File: config.mk
export PLATFORM = sky130hd
export DESIGN_NAME = mcs_top
export DESIGN_NICKNAME = d
export VERILOG_FILES = /design/src/mcs_pkg.sv /design/src/mcs_top.sv
export SDC_FILE = /design/constraint.sdc
export NUM_CORES = 2
export LEC_CHECK = 0
export BUFFER_PORTS_ARGS = -buffer_cell sky130_fd_sc_hd__buf_2
export CAP_MARGIN = 10
export CORE_MARGIN = 3
export CORE_UTILIZATION = 40
export CTS_CLUSTER_SIZE = 10
export DETAILED_ROUTE_END_ITERATION = 8
export PLACE_DENSITY_LB_ADDON = 0.2
export SYNTH_ARGS = -nofsm -noshare
export SYNTH_HDL_FRONTEND = slang
export SYNTH_SLANG_ARGS = --single-unit
File: constraint.sdc
create_clock -name hclk -period 9.8 [get_ports hclk]
set_input_delay 1.96 -clock hclk [delete_from_list [all_inputs] [get_ports hclk]]
set_output_delay 1.96 -clock hclk [all_outputs]
set_load 0.02 [all_outputs]
File: src/mcs_pkg.sv
// constants and types shared by the meter calibration sequencer
package mcs_pkg;
  localparam logic [7:0] ADDR_CTRL = 8'h00;
  localparam logic [7:0] ADDR_STATUS = 8'h04;
  localparam logic [7:0] ADDR_GAIN1 = 8'h08;
  localparam logic [7:0] ADDR_GAIN2 = 8'h0C;
  localparam logic [7:0] ADDR_POFF1 = 8'h10;
  localparam logic [7:0] ADDR_POFF2 = 8'h14;
  localparam logic [7:0] ADDR_CALCNT = 8'h18;
  localparam logic [7:0] ADDR_AE1 = 8'h1C;
  localparam logic [7:0] ADDR_AE2 = 8'h20;
  localparam logic [7:0] ADDR_PE1 = 8'h24;
  localparam logic [7:0] ADDR_PE2 = 8'h28;
  localparam logic [7:0] ADDR_STATE = 8'h2C;
  localparam int ADDR_W = 8;
  localparam logic [1:0] MODE_OFF = 2'h0;
  localparam logic [1:0] MODE_CAL = 2'h1;
  localparam logic [1:0] MODE_MEAS = 2'h2;
  localparam int CTRL_MODE_LSB = 0;
  localparam int CTRL_SEL_BIT = 2;
  localparam int STAT_CAL_READY_FLAG_BIT = 0;
  localparam int STAT_ZX_BIT = 1;
  localparam int STAT_WFS_BIT = 2;
  localparam int GAIN_SHIFT = 14;
  localparam int NORM_SHIFT = 4;
  localparam logic [15:0] GAIN_RST = 16'h0000;
  localparam logic [31:0] POFF_RST = 32'h0000_0000;
  localparam logic [15:0] CALCNT_RST = 16'h0000;
  localparam logic [15:0] CNT_ONE = 16'h0001;
  localparam logic [15:0] GAIN_UNITY = 16'h4000;
  localparam logic [1:0] HTRANS_NONSEQ = 2'h2;
  typedef enum logic [2:0] {ST_IDLE, ST_CAL_WAIT, ST_CAL_RUN, ST_CAL_DONE, ST_MEAS} mcs_state_t;
endpackage

File: src/mcs_top.sv
// meter calibration sequencer with ahb-lite register slave
// What this block does
// - calibration mode accumulates products sixteen times smaller than normal energy
// - calibration accumulation starts only at the next rising voltage zero crossing
// - after the programmed periods, channel one's energy goes to its result register, channel two's only when selected (zero otherwise)
// - storing calibration results sets the calibration-ready flag
// - each product is multiplied by gain, scaled by two to minus fourteen, offset added
// - offset correction is added to every single voltage-current product
// - measurement mode writes each period's energy per channel, second when selected
// - each new per-period result sets zero-cross and sample-ready flags
`timescale 1ns/1ps
module mcs_top
  import mcs_pkg::*;
(
  input wire logic hclk,
  input wire logic hresetn,
  input wire logic hsel,
  input wire logic [31:0] haddr,
  input wire logic [1:0] htrans,
  input wire logic hwrite,
  input wire logic [2:0] hsize,
  input wire logic [31:0] hwdata,
  input wire logic hready,
  output logic [31:0] hrdata,
  output logic hreadyout,
  output logic hresp,
  input wire logic sample_valid,
  input wire logic signed [15:0] voltage_sample,
  input wire logic signed [15:0] current_sample_ch1,
  input wire logic signed [15:0] current_sample_ch2,
  output logic cal_ready_flag,
  output logic zero_cross_flag,
  output logic sample_ready_flag
);
  import mcs_pkg::*;

  // product scaled by gain, then per-product offset added
  function automatic logic signed [31:0] corr(input logic signed [15:0] v,
    input logic signed [15:0] i, input logic [15:0] g, input logic signed [31:0] off);
    logic signed [31:0] p;
    logic signed [48:0] s;
    p = v * i;
    s = (p * $signed({1'b0, g})) >>> GAIN_SHIFT;
    return s[31:0] + off;
  endfunction

  // bus registers
  logic wr_pend_q, wr_pend_d;
  logic [ADDR_W-1:0] wr_addr_q, wr_addr_d;
  logic [31:0] hrdata_q, hrdata_d;
  logic hreadyout_q;
  logic [1:0] mode_q, mode_d;
  logic sel2_q, sel2_d;
  logic [15:0] gain_q [2];
  logic [15:0] gain_d [2];
  logic signed [31:0] poff_q [2];
  logic signed [31:0] poff_d [2];
  logic [15:0] calcnt_q, calcnt_d;
  logic [2:0] stat_q, stat_d;
  // engine state
  mcs_state_t state_q, state_d;
  logic [15:0] pcnt_q, pcnt_d;
  logic signed [31:0] acc_q [2];
  logic signed [31:0] acc_d [2];
  logic signed [31:0] ae_q [2];
  logic signed [31:0] ae_d [2];
  logic signed [31:0] pe_q [2];
  logic signed [31:0] pe_d [2];
  logic v_neg_q, v_neg_d;

  logic addr_ph;
  logic ctrl_wr;
  logic zc;
  logic cal_end;
  logic signed [31:0] c [2];
  logic [2:0] set_flags;
  logic [31:0] rd_val;

  assign addr_ph = hsel && hready && htrans == HTRANS_NONSEQ;
  assign ctrl_wr = wr_pend_q && wr_addr_q == ADDR_CTRL;
  // rising crossing: previous sample negative, this one not
  assign zc = sample_valid && v_neg_q && !voltage_sample[15];
  assign c[0] = corr(voltage_sample, current_sample_ch1, gain_q[0], poff_q[0]);
  assign c[1] = corr(voltage_sample, current_sample_ch2, gain_q[1], poff_q[1]);
  // a zero count is taken as one period so the run always ends
  assign cal_end = pcnt_q + CNT_ONE >= calcnt_q;

  always_comb
  begin
    case (haddr[ADDR_W-1:0])
      ADDR_CTRL: rd_val = {29'h0, sel2_q, mode_q};
      ADDR_STATUS: rd_val = {29'h0, stat_q};
      ADDR_GAIN1: rd_val = {16'h0, gain_q[0]};
      ADDR_GAIN2: rd_val = {16'h0, gain_q[1]};
      ADDR_POFF1: rd_val = poff_q[0];
      ADDR_POFF2: rd_val = poff_q[1];
      ADDR_CALCNT: rd_val = {16'h0, calcnt_q};
      ADDR_AE1: rd_val = ae_q[0];
      ADDR_AE2: rd_val = ae_q[1];
      ADDR_PE1: rd_val = pe_q[0];
      ADDR_PE2: rd_val = pe_q[1];
      ADDR_STATE: rd_val = {13'h0, state_q, pcnt_q};
      default: rd_val = 32'h0000_0000;
    endcase
  end

  always_comb
  begin
    wr_pend_d = addr_ph && hwrite;
    wr_addr_d = haddr[ADDR_W-1:0];
    hrdata_d = (addr_ph && !hwrite) ? rd_val : 32'h0000_0000;
    mode_d = mode_q;
    sel2_d = sel2_q;
    gain_d = gain_q;
    poff_d = poff_q;
    calcnt_d = calcnt_q;
    stat_d = stat_q;
    if (wr_pend_q)
    begin
      case (wr_addr_q)
        ADDR_CTRL:
        begin
          mode_d = hwdata[CTRL_MODE_LSB +: 2];
          sel2_d = hwdata[CTRL_SEL_BIT];
        end
        ADDR_STATUS: stat_d = stat_q & ~hwdata[2:0];
        ADDR_GAIN1: gain_d[0] = hwdata[15:0];
        ADDR_GAIN2: gain_d[1] = hwdata[15:0];
        ADDR_POFF1: poff_d[0] = hwdata;
        ADDR_POFF2: poff_d[1] = hwdata;
        ADDR_CALCNT: calcnt_d = hwdata[15:0];
        default: ;
      endcase
    end
    // hardware set wins over a same-cycle software clear
    stat_d = stat_d | set_flags;
  end

  always_ff @(posedge hclk or negedge hresetn)
  begin
    if (!hresetn)
    begin
      wr_pend_q <= 1'b0;
      wr_addr_q <= '0;
      hrdata_q <= 32'h0000_0000;
      hreadyout_q <= 1'b0;
      mode_q <= MODE_OFF;
      sel2_q <= 1'b0;
      gain_q <= '{GAIN_RST, GAIN_RST};
      poff_q <= '{POFF_RST, POFF_RST};
      calcnt_q <= CALCNT_RST;
      stat_q <= 3'h0;
    end
    else
    begin
      wr_pend_q <= wr_pend_d;
      wr_addr_q <= wr_addr_d;
      hrdata_q <= hrdata_d;
      hreadyout_q <= 1'b1;
      mode_q <= mode_d;
      sel2_q <= sel2_d;
      gain_q <= gain_d;
      poff_q <= poff_d;
      calcnt_q <= calcnt_d;
      stat_q <= stat_d;
    end
  end

  always_comb
  begin
    state_d = state_q;
    pcnt_d = pcnt_q;
    acc_d = acc_q;
    ae_d = ae_q;
    pe_d = pe_q;
    set_flags = 3'h0;
    v_neg_d = sample_valid ? voltage_sample[15] : v_neg_q;
    if (ctrl_wr)
    begin
      acc_d = '{32'h0, 32'h0};
      pcnt_d = 16'h0000;
      case (hwdata[CTRL_MODE_LSB +: 2])
        MODE_CAL: state_d = ST_CAL_WAIT;
        MODE_MEAS: state_d = ST_MEAS;
        default: state_d = ST_IDLE;
      endcase
    end
    else
    begin
      case (state_q)
        ST_CAL_WAIT:
          if (zc)
          begin
            state_d = ST_CAL_RUN;
            acc_d = c;
          end
        ST_CAL_RUN:
          if (zc && cal_end)
          begin
            state_d = ST_CAL_DONE;
            ae_d[0] = acc_q[0];
            ae_d[1] = sel2_q ? acc_q[1] : 32'h0;
            set_flags[STAT_CAL_READY_FLAG_BIT] = 1'b1;
          end
          else if (sample_valid)
          begin
            // raw scale, no meter-constant factor of sixteen
            acc_d[0] = acc_q[0] + c[0];
            acc_d[1] = acc_q[1] + c[1];
            if (zc)
              pcnt_d = pcnt_q + CNT_ONE;
          end
        ST_CAL_DONE: ;
        ST_MEAS:
          if (zc)
          begin
            pe_d[0] = acc_q[0] <<< NORM_SHIFT;
            if (sel2_q)
              pe_d[1] = acc_q[1] <<< NORM_SHIFT;
            set_flags[STAT_ZX_BIT] = 1'b1;
            set_flags[STAT_WFS_BIT] = 1'b1;
            acc_d = c;
          end
          else if (sample_valid)
          begin
            acc_d[0] = acc_q[0] + c[0];
            acc_d[1] = acc_q[1] + c[1];
          end
        default: ;
      endcase
    end
  end

  always_ff @(posedge hclk or negedge hresetn)
  begin
    if (!hresetn)
    begin
      state_q <= ST_IDLE;
      pcnt_q <= 16'h0000;
      acc_q <= '{32'h0, 32'h0};
      ae_q <= '{32'h0, 32'h0};
      pe_q <= '{32'h0, 32'h0};
      v_neg_q <= 1'b0;
    end
    else
    begin
      state_q <= state_d;
      pcnt_q <= pcnt_d;
      acc_q <= acc_d;
      ae_q <= ae_d;
      pe_q <= pe_d;
      v_neg_q <= v_neg_d;
    end
  end

  assign hrdata = hrdata_q;
  assign hreadyout = hreadyout_q;
  assign hresp = 1'b0;
  assign cal_ready_flag = stat_q[STAT_CAL_READY_FLAG_BIT];
  assign zero_cross_flag = stat_q[STAT_ZX_BIT];
  assign sample_ready_flag = stat_q[STAT_WFS_BIT];
endmodule

Yosys cells after proc, flatten, opt, wreduce, memory -nomap -nowiden --
Index checks and enable logic that the tools add are counted.
Storage, ports and cells: bits in registers 364, input port bits 123, output and inout bits 37
Operators by class: add/subtract/negate cells 5, $mul 4, $lt $le $gt $ge 1, equal/unequal tests 27, muxes and demuxes 26, bitwise gates (word level) 4, reductions and logical operators 29
Operators with widths (number):
- $pmux W32 S12 | 1
- $mux W64 | 5
- $pmux W64 S3 | 1
- $add A32 B32 Y32 | 4
- $mul A32 B17 Y46 | 2
- $mux W16 | 5
- $mul A16 B16 Y32 | 2
- $mux W32 | 2
- $eq A8 B5 Y1 const B | 7
- $eq A8 B4 Y1 const B | 4
- $eq A8 B6 Y1 const B | 4
- $mux W3 | 6
- $add A16 B1 Y16 const B | 1
- $eq A8 B3 Y1 const B | 2
- $ge A16 B16 Y1 | 1
- $logic_not A8 Y1 | 2
- $pmux W3 S2 | 2
- $reduce_and A2 Y1 | 6
- $reduce_and A3 Y1 | 4
- $ne A3 B3 Y1 const B | 3
- $logic_and A1 B1 Y1 | 8
- $reduce_and A4 Y1 | 2
- $reduce_bool A2 Y1 | 3
- $eq A2 B2 Y1 const B | 2
- 14 further kinds | 17

Logic depth before layout (Yosys ltp) --
depth in word-level cells 8, mapped depth 72

Worst setup path before layout --
OpenSTA, ideal clock, no wires.
path kind input to register, start in current_sample_ch1[1], end reg acc_q[63] (netlist bit), arrival time 16327 ps, data required time 9724 ps, slack -6604 ps, cell stages on the path 67, path buffers 2, cells stage by stage clkbuf_1 nand2_1 fa_1 inv_1 fa_1 ha_1 fa_1 inv_1 fa_1 fa_1 inv_1 ha_1 or2_1 a21oi_1 a21oi_1 and2_1 o21ai_0 nand2b_1 [... 31 more ...] a211o_1 o311a_1 nor4_1 o31ai_1 o41ai_2 o21ai_1 a21oi_1 o21bai_1 xor2_1 ha_1 a21o_1 a21oi_1 o21ai_0 a211oi_1 nand3b_1 a21oi_1 a21oi_1 o21ai_1
Between the ends: longest elaborated chain between the ends 8, elaborated cells between the ends (all ways) 10, classes of those cells 2 x add/sub; 2 x mul; 6 x mux
RTL lines:
- from (decl) | RTL line mcs_top.sv:29 | input wire logic signed [15:0] current_sample_ch1,
- $mul A16 B16 Y32 (*) | RTL line mcs_top.sv:42 | p = v * i;
- $mul A32 B17 Y46 (*) | RTL line mcs_top.sv:43 | s = (p * $signed({1'b0, g})) >>> GAIN_SHIFT;
- $add A32 B32 Y32 (*) | RTL line mcs_top.sv:44 | return s[31:0] + off;
- $add A32 B32 Y32 | RTL line mcs_top.sv:208, mcs_top.sv:226
- $mux W64 | RTL line mcs_top.sv:205, mcs_top.sv:224
- $mux W64, on equally long branches | RTL line mcs_top.sv:215, mcs_top.sv:198
- $pmux W64 S3 (*) | RTL line mcs_top.sv:190 | case (state_q)
- $mux W64 (*) | RTL line mcs_top.sv:178 | if (ctrl_wr)
- to (signal assigned) | RTL line mcs_top.sv:240 | acc_q <= '{32'h0, 32'h0};
- to (decl) | RTL line mcs_top.sv:63 | logic signed [31:0] acc_q [2];
Mark *: on every way between the ends. The rest lies on a longest branch, timed or not. The select of a mux whose other input is x is not followed. A chain may end at the register's enable or synchronous reset.

Worst setup path in the final report --
start in voltage_sample[7], end reg acc_q[31] (netlist bit)
Between the ends: longest elaborated chain between the ends 8, elaborated cells between the ends (all ways) 10, classes of those cells 2 x add/sub; 2 x mul; 6 x mux
RTL lines:
- from (decl) | RTL line mcs_top.sv:28 | input wire logic signed [15:0] voltage_sample,
- $mul A16 B16 Y32 (*) | RTL line mcs_top.sv:42
- $mul A32 B17 Y46 (*) | RTL line mcs_top.sv:43
- $add A32 B32 Y32 (*) | RTL line mcs_top.sv:44
- $add A32 B32 Y32 | RTL line mcs_top.sv:209, mcs_top.sv:227
- $mux W64 | RTL line mcs_top.sv:205, mcs_top.sv:224
- $mux W64, on equally long branches | RTL line mcs_top.sv:215, mcs_top.sv:198
- $pmux W64 S3 (*) | RTL line mcs_top.sv:190
- $mux W64 (*) | RTL line mcs_top.sv:178
Marked as above.

==> results.md <==
- Total track usage: 24.3%
- Commonest register cell after synthesis: dfrtp_1
- Slowest cell on the critical path: fa_1
- Vias per cell: between 5 and 6
- Layout cells sized above 1: 25.1%
- Crit share post-route: 161%
- Post-Route Skew: approximately 0.031 ns
- Crit end category: flip-flop
- Final Slew Violations: 0
- Core area: 186000 um^2
- Syn_nets: 10.3k
- Worst EP required: a little over 10 ns
- Die Ht: 439 um
- DR vias: around 60k
- H-tree depth: 2
- RSZ-0062 raised after global routing: yes
- Number of synthesized flops with an enable pin: 0
- Clk buf depth: 3
- Crit path max-delay family: adder cells
- Multi-input logic area: 61300 um^2
- DIE AREA: slightly below 200000 um^2
- Gpl congestion: 0.899
- Routed Antenna Nets: 0
- Post-synth top area cell: fa_1
- # IOs: 160
- YS warnings: 0
- FF-to-FF Start: gain_q[19]
- Chip Width: 439 um
- Crit Path Category: input port to flip-flop
- Max cap viols: 0
- Synthesized area: between 70000 and 80000 um^2
- Min-Delay Path Class: flip-flop to flip-flop
- DR DRC count: 0
- CP Launch Point: voltage_sample[7]
- Top-area cell type share of the netlist area: 39.1%
- Flop2flop setup slack: -0.96 ns
- Layout Cells excl Fill: 11.9k
- Synth Area per Inst: slightly above 9 um^2
- Num rows: between 150 and 200
- Final setup violation count: 64
- Netlist cell types: 83
- Starting DRC count in detailed routing: approximately 3.6k
- CP arrival: roughly 16 ns
- Asr flop ratio synth: 100%
- Failing checks: negative setup slack
- Commonest non-fill, non-tap cells in the layout: 1747 x inv_1, 1429 x fa_1, 1238 x buf_4
- Root buffer cell: clkbuf_16
- Largest net degree at the start of global routing: 169
- First-pass GRT wire length: 368000 um
- Clock Latency Late Sink: 0.59 ns
- Wire per inst: just under 20 um
- CTS tree: yes
- Tightest Pin Transition: around 1.3 ns
- Placed insts: 11.6k
- Maximum net fanout on the critical path: 15
- Fin crit period: 15.82 ns
- Fmax: around 63 MHz
- Largest cells by area after synthesis: fa_1 39%, dfrtp_1 12%, inv_1 9.0%, ha_1 8.8%, and2_1 5.3%
- Critical Path Source Type: input port
- Vias in the first global route: 64.8k
- Outcome: finished, violations left
- Initial antenna violation count: 6
- Final Hold Violating Endpoints: 0
- CTS Buf Count: 44
- Hold path start: ae_q[16]
- GRT overflow: 0
- Setup WS post-layout: -6.02 ns
- Slowest stage delay, CP: 0.59 ns
- DP HPWL: approximately 190000 um
- Most frequent CP cell: fa_1
- IO Port Bufs: 131
- Register area: between 9000 and 10000 um^2
- Cts hold-fix bufs: 0
- Seq/Total Area, Yosys: 12.2%
- Slew margin rel.: 15.9%
- DRT Wirelength: 230000 um
- Nets: 11.5k
- Register bit total from synthesis: 364
- Initial Utilization: 40.3%
- CTS sink count: between 300 and 400
- Drt first pass iters: 6
- Fillers: around 17k
- Synth Instances: 8174
- Area delta synth->final: 25.0%
- Clk pin slew, worst setup/hold paths: 0.06 ns
- WP buf/inv: 15
- Most common cell after layout, fill and taps aside: inv_1
- Dpl ws: -6.94 ns
- Hold WS: 0.484 ns
==> cells in the mapped netlist, drive strengths merged (15+ instances only) <==
cell / n
a211oi: 29
a222oi: 32
o21a: 52
a21boi: 15
nand3: 44
and3: 46
mux2i: 32
o211ai: 28
a21oi: 208
o21ai: 197
clkbuf: 336
o21bai: 22
dfrtp: 364
nor3: 51
a22oi: 70
ha: 525
buf: 17
mux2: 196
nand2: 1061
xor2: 77
a21o: 90
inv: 1804
nor2: 216
and2: 641
or3: 15
nand4: 15
xnor2: 198
fa: 1462
nor2b: 53
a31oi: 45
nand2b: 65
==> layer usage <==
layer / up-vias / part of all wire (%) / global-route usage, % / wire length [um]
met4: 2 / 3.9 / 7.82 / 9010
li1: 27200 / - / - / -
met3: 340 / 4.8 / 2.68 / 11100
met5: - / 0.0061 / 0 / 14
met1: 30800 / 43 / 32.9 / 99400
met2: 1492 / 48 / 40.6 / 110000
==> repair_timing <==
action,in CTS,in global routing
gates cloned,3,2
resized for setup,319,377
hold endpoints to repair,0,0
setup endpoints to repair,64,64
pin swaps,284,272
buffers inserted,70,90
==> registers in the layout (all words and copies together), names as in the netlist <==
name,cells
poff_q,64
pcnt_q,16
gain_q,32
wr_pend_q,1
mode_q,2
ae_q,64
calcnt_q,16
pe_q,56
acc_q,64
hrdata,32
state_q,3
stat_q,3
sel2_q,1
wr_addr_q,8
hreadyout,1
v_neg_q,1
==> cell families (layout without fill, tap and decap cells) <==
family                     Yosys count  in the layout  share of synthesized area, %
AOI/OAI and AO/OA                  904            904                          7.98
xor gates and xnor gates           277            277                          3.28
adders and majority gates         1987           1987                          47.9
buffers and inverters             2157           3358                          10.8
DFF                                364            364                          12.2
muxes                              228            228                          3.38
other                                2              7                        0.0100
and+or+nand+nor                   2255           2255                          14.5
==> worst reg2reg max path: cells and delay by family, from the launching register on <==
family / cells / cell delay (ns)
buffers and inverters: 7 / 0.73
adder cells (fa/ha/maj): 9 / 3.48
XOR/XNOR: 2 / 0.32
AO/OA/AOI/OAI: 19 / 3.54
AND/OR/NAND/NOR: 12 / 2.14
flip-flops: 1 / 0.43
==> through the flow <==
step	utilization [%]	setup TNS [ns]	instance area, um^2
2_1_floorplan	-	-263.20	76200
3_3_place_gp	47.3	-343.03	87800
3_5_place_dp	47.3	-348.30	87800
4_1_cts	49.1	-292.24	91100
5_1_grt	50.4	-326.28	93500
6_report	50.4	-294.59	93500
==> path summary, 6_finish.rpt <==
path,cells after the start,end
max,62,acc_q[31]
min,2,ae_q[16]
max reg2reg,49,acc_q[63]
min reg2reg,2,ae_q[16]
max in group asynchronous,3,hrdata[4]
min in group asynchronous,1,acc_q[58]
==> area by class of cell <==
cell class / count / share of cell area (%)
tap: 2480 / 3.32
clock inverter: 6 / 0.0468
multi-input combinational: 5653 / 65.5
inverter: 1804 / 7.24
timing repair buffer: 1495 / 12.9
antenna: 5 / 0.0134
clock buffer: 53 / 1.28
sequential: 364 / 9.74
Power is left out: the tool's default activity adds up to more than one toggle a clock period on the data nets, which glitch-free logic cannot reach.
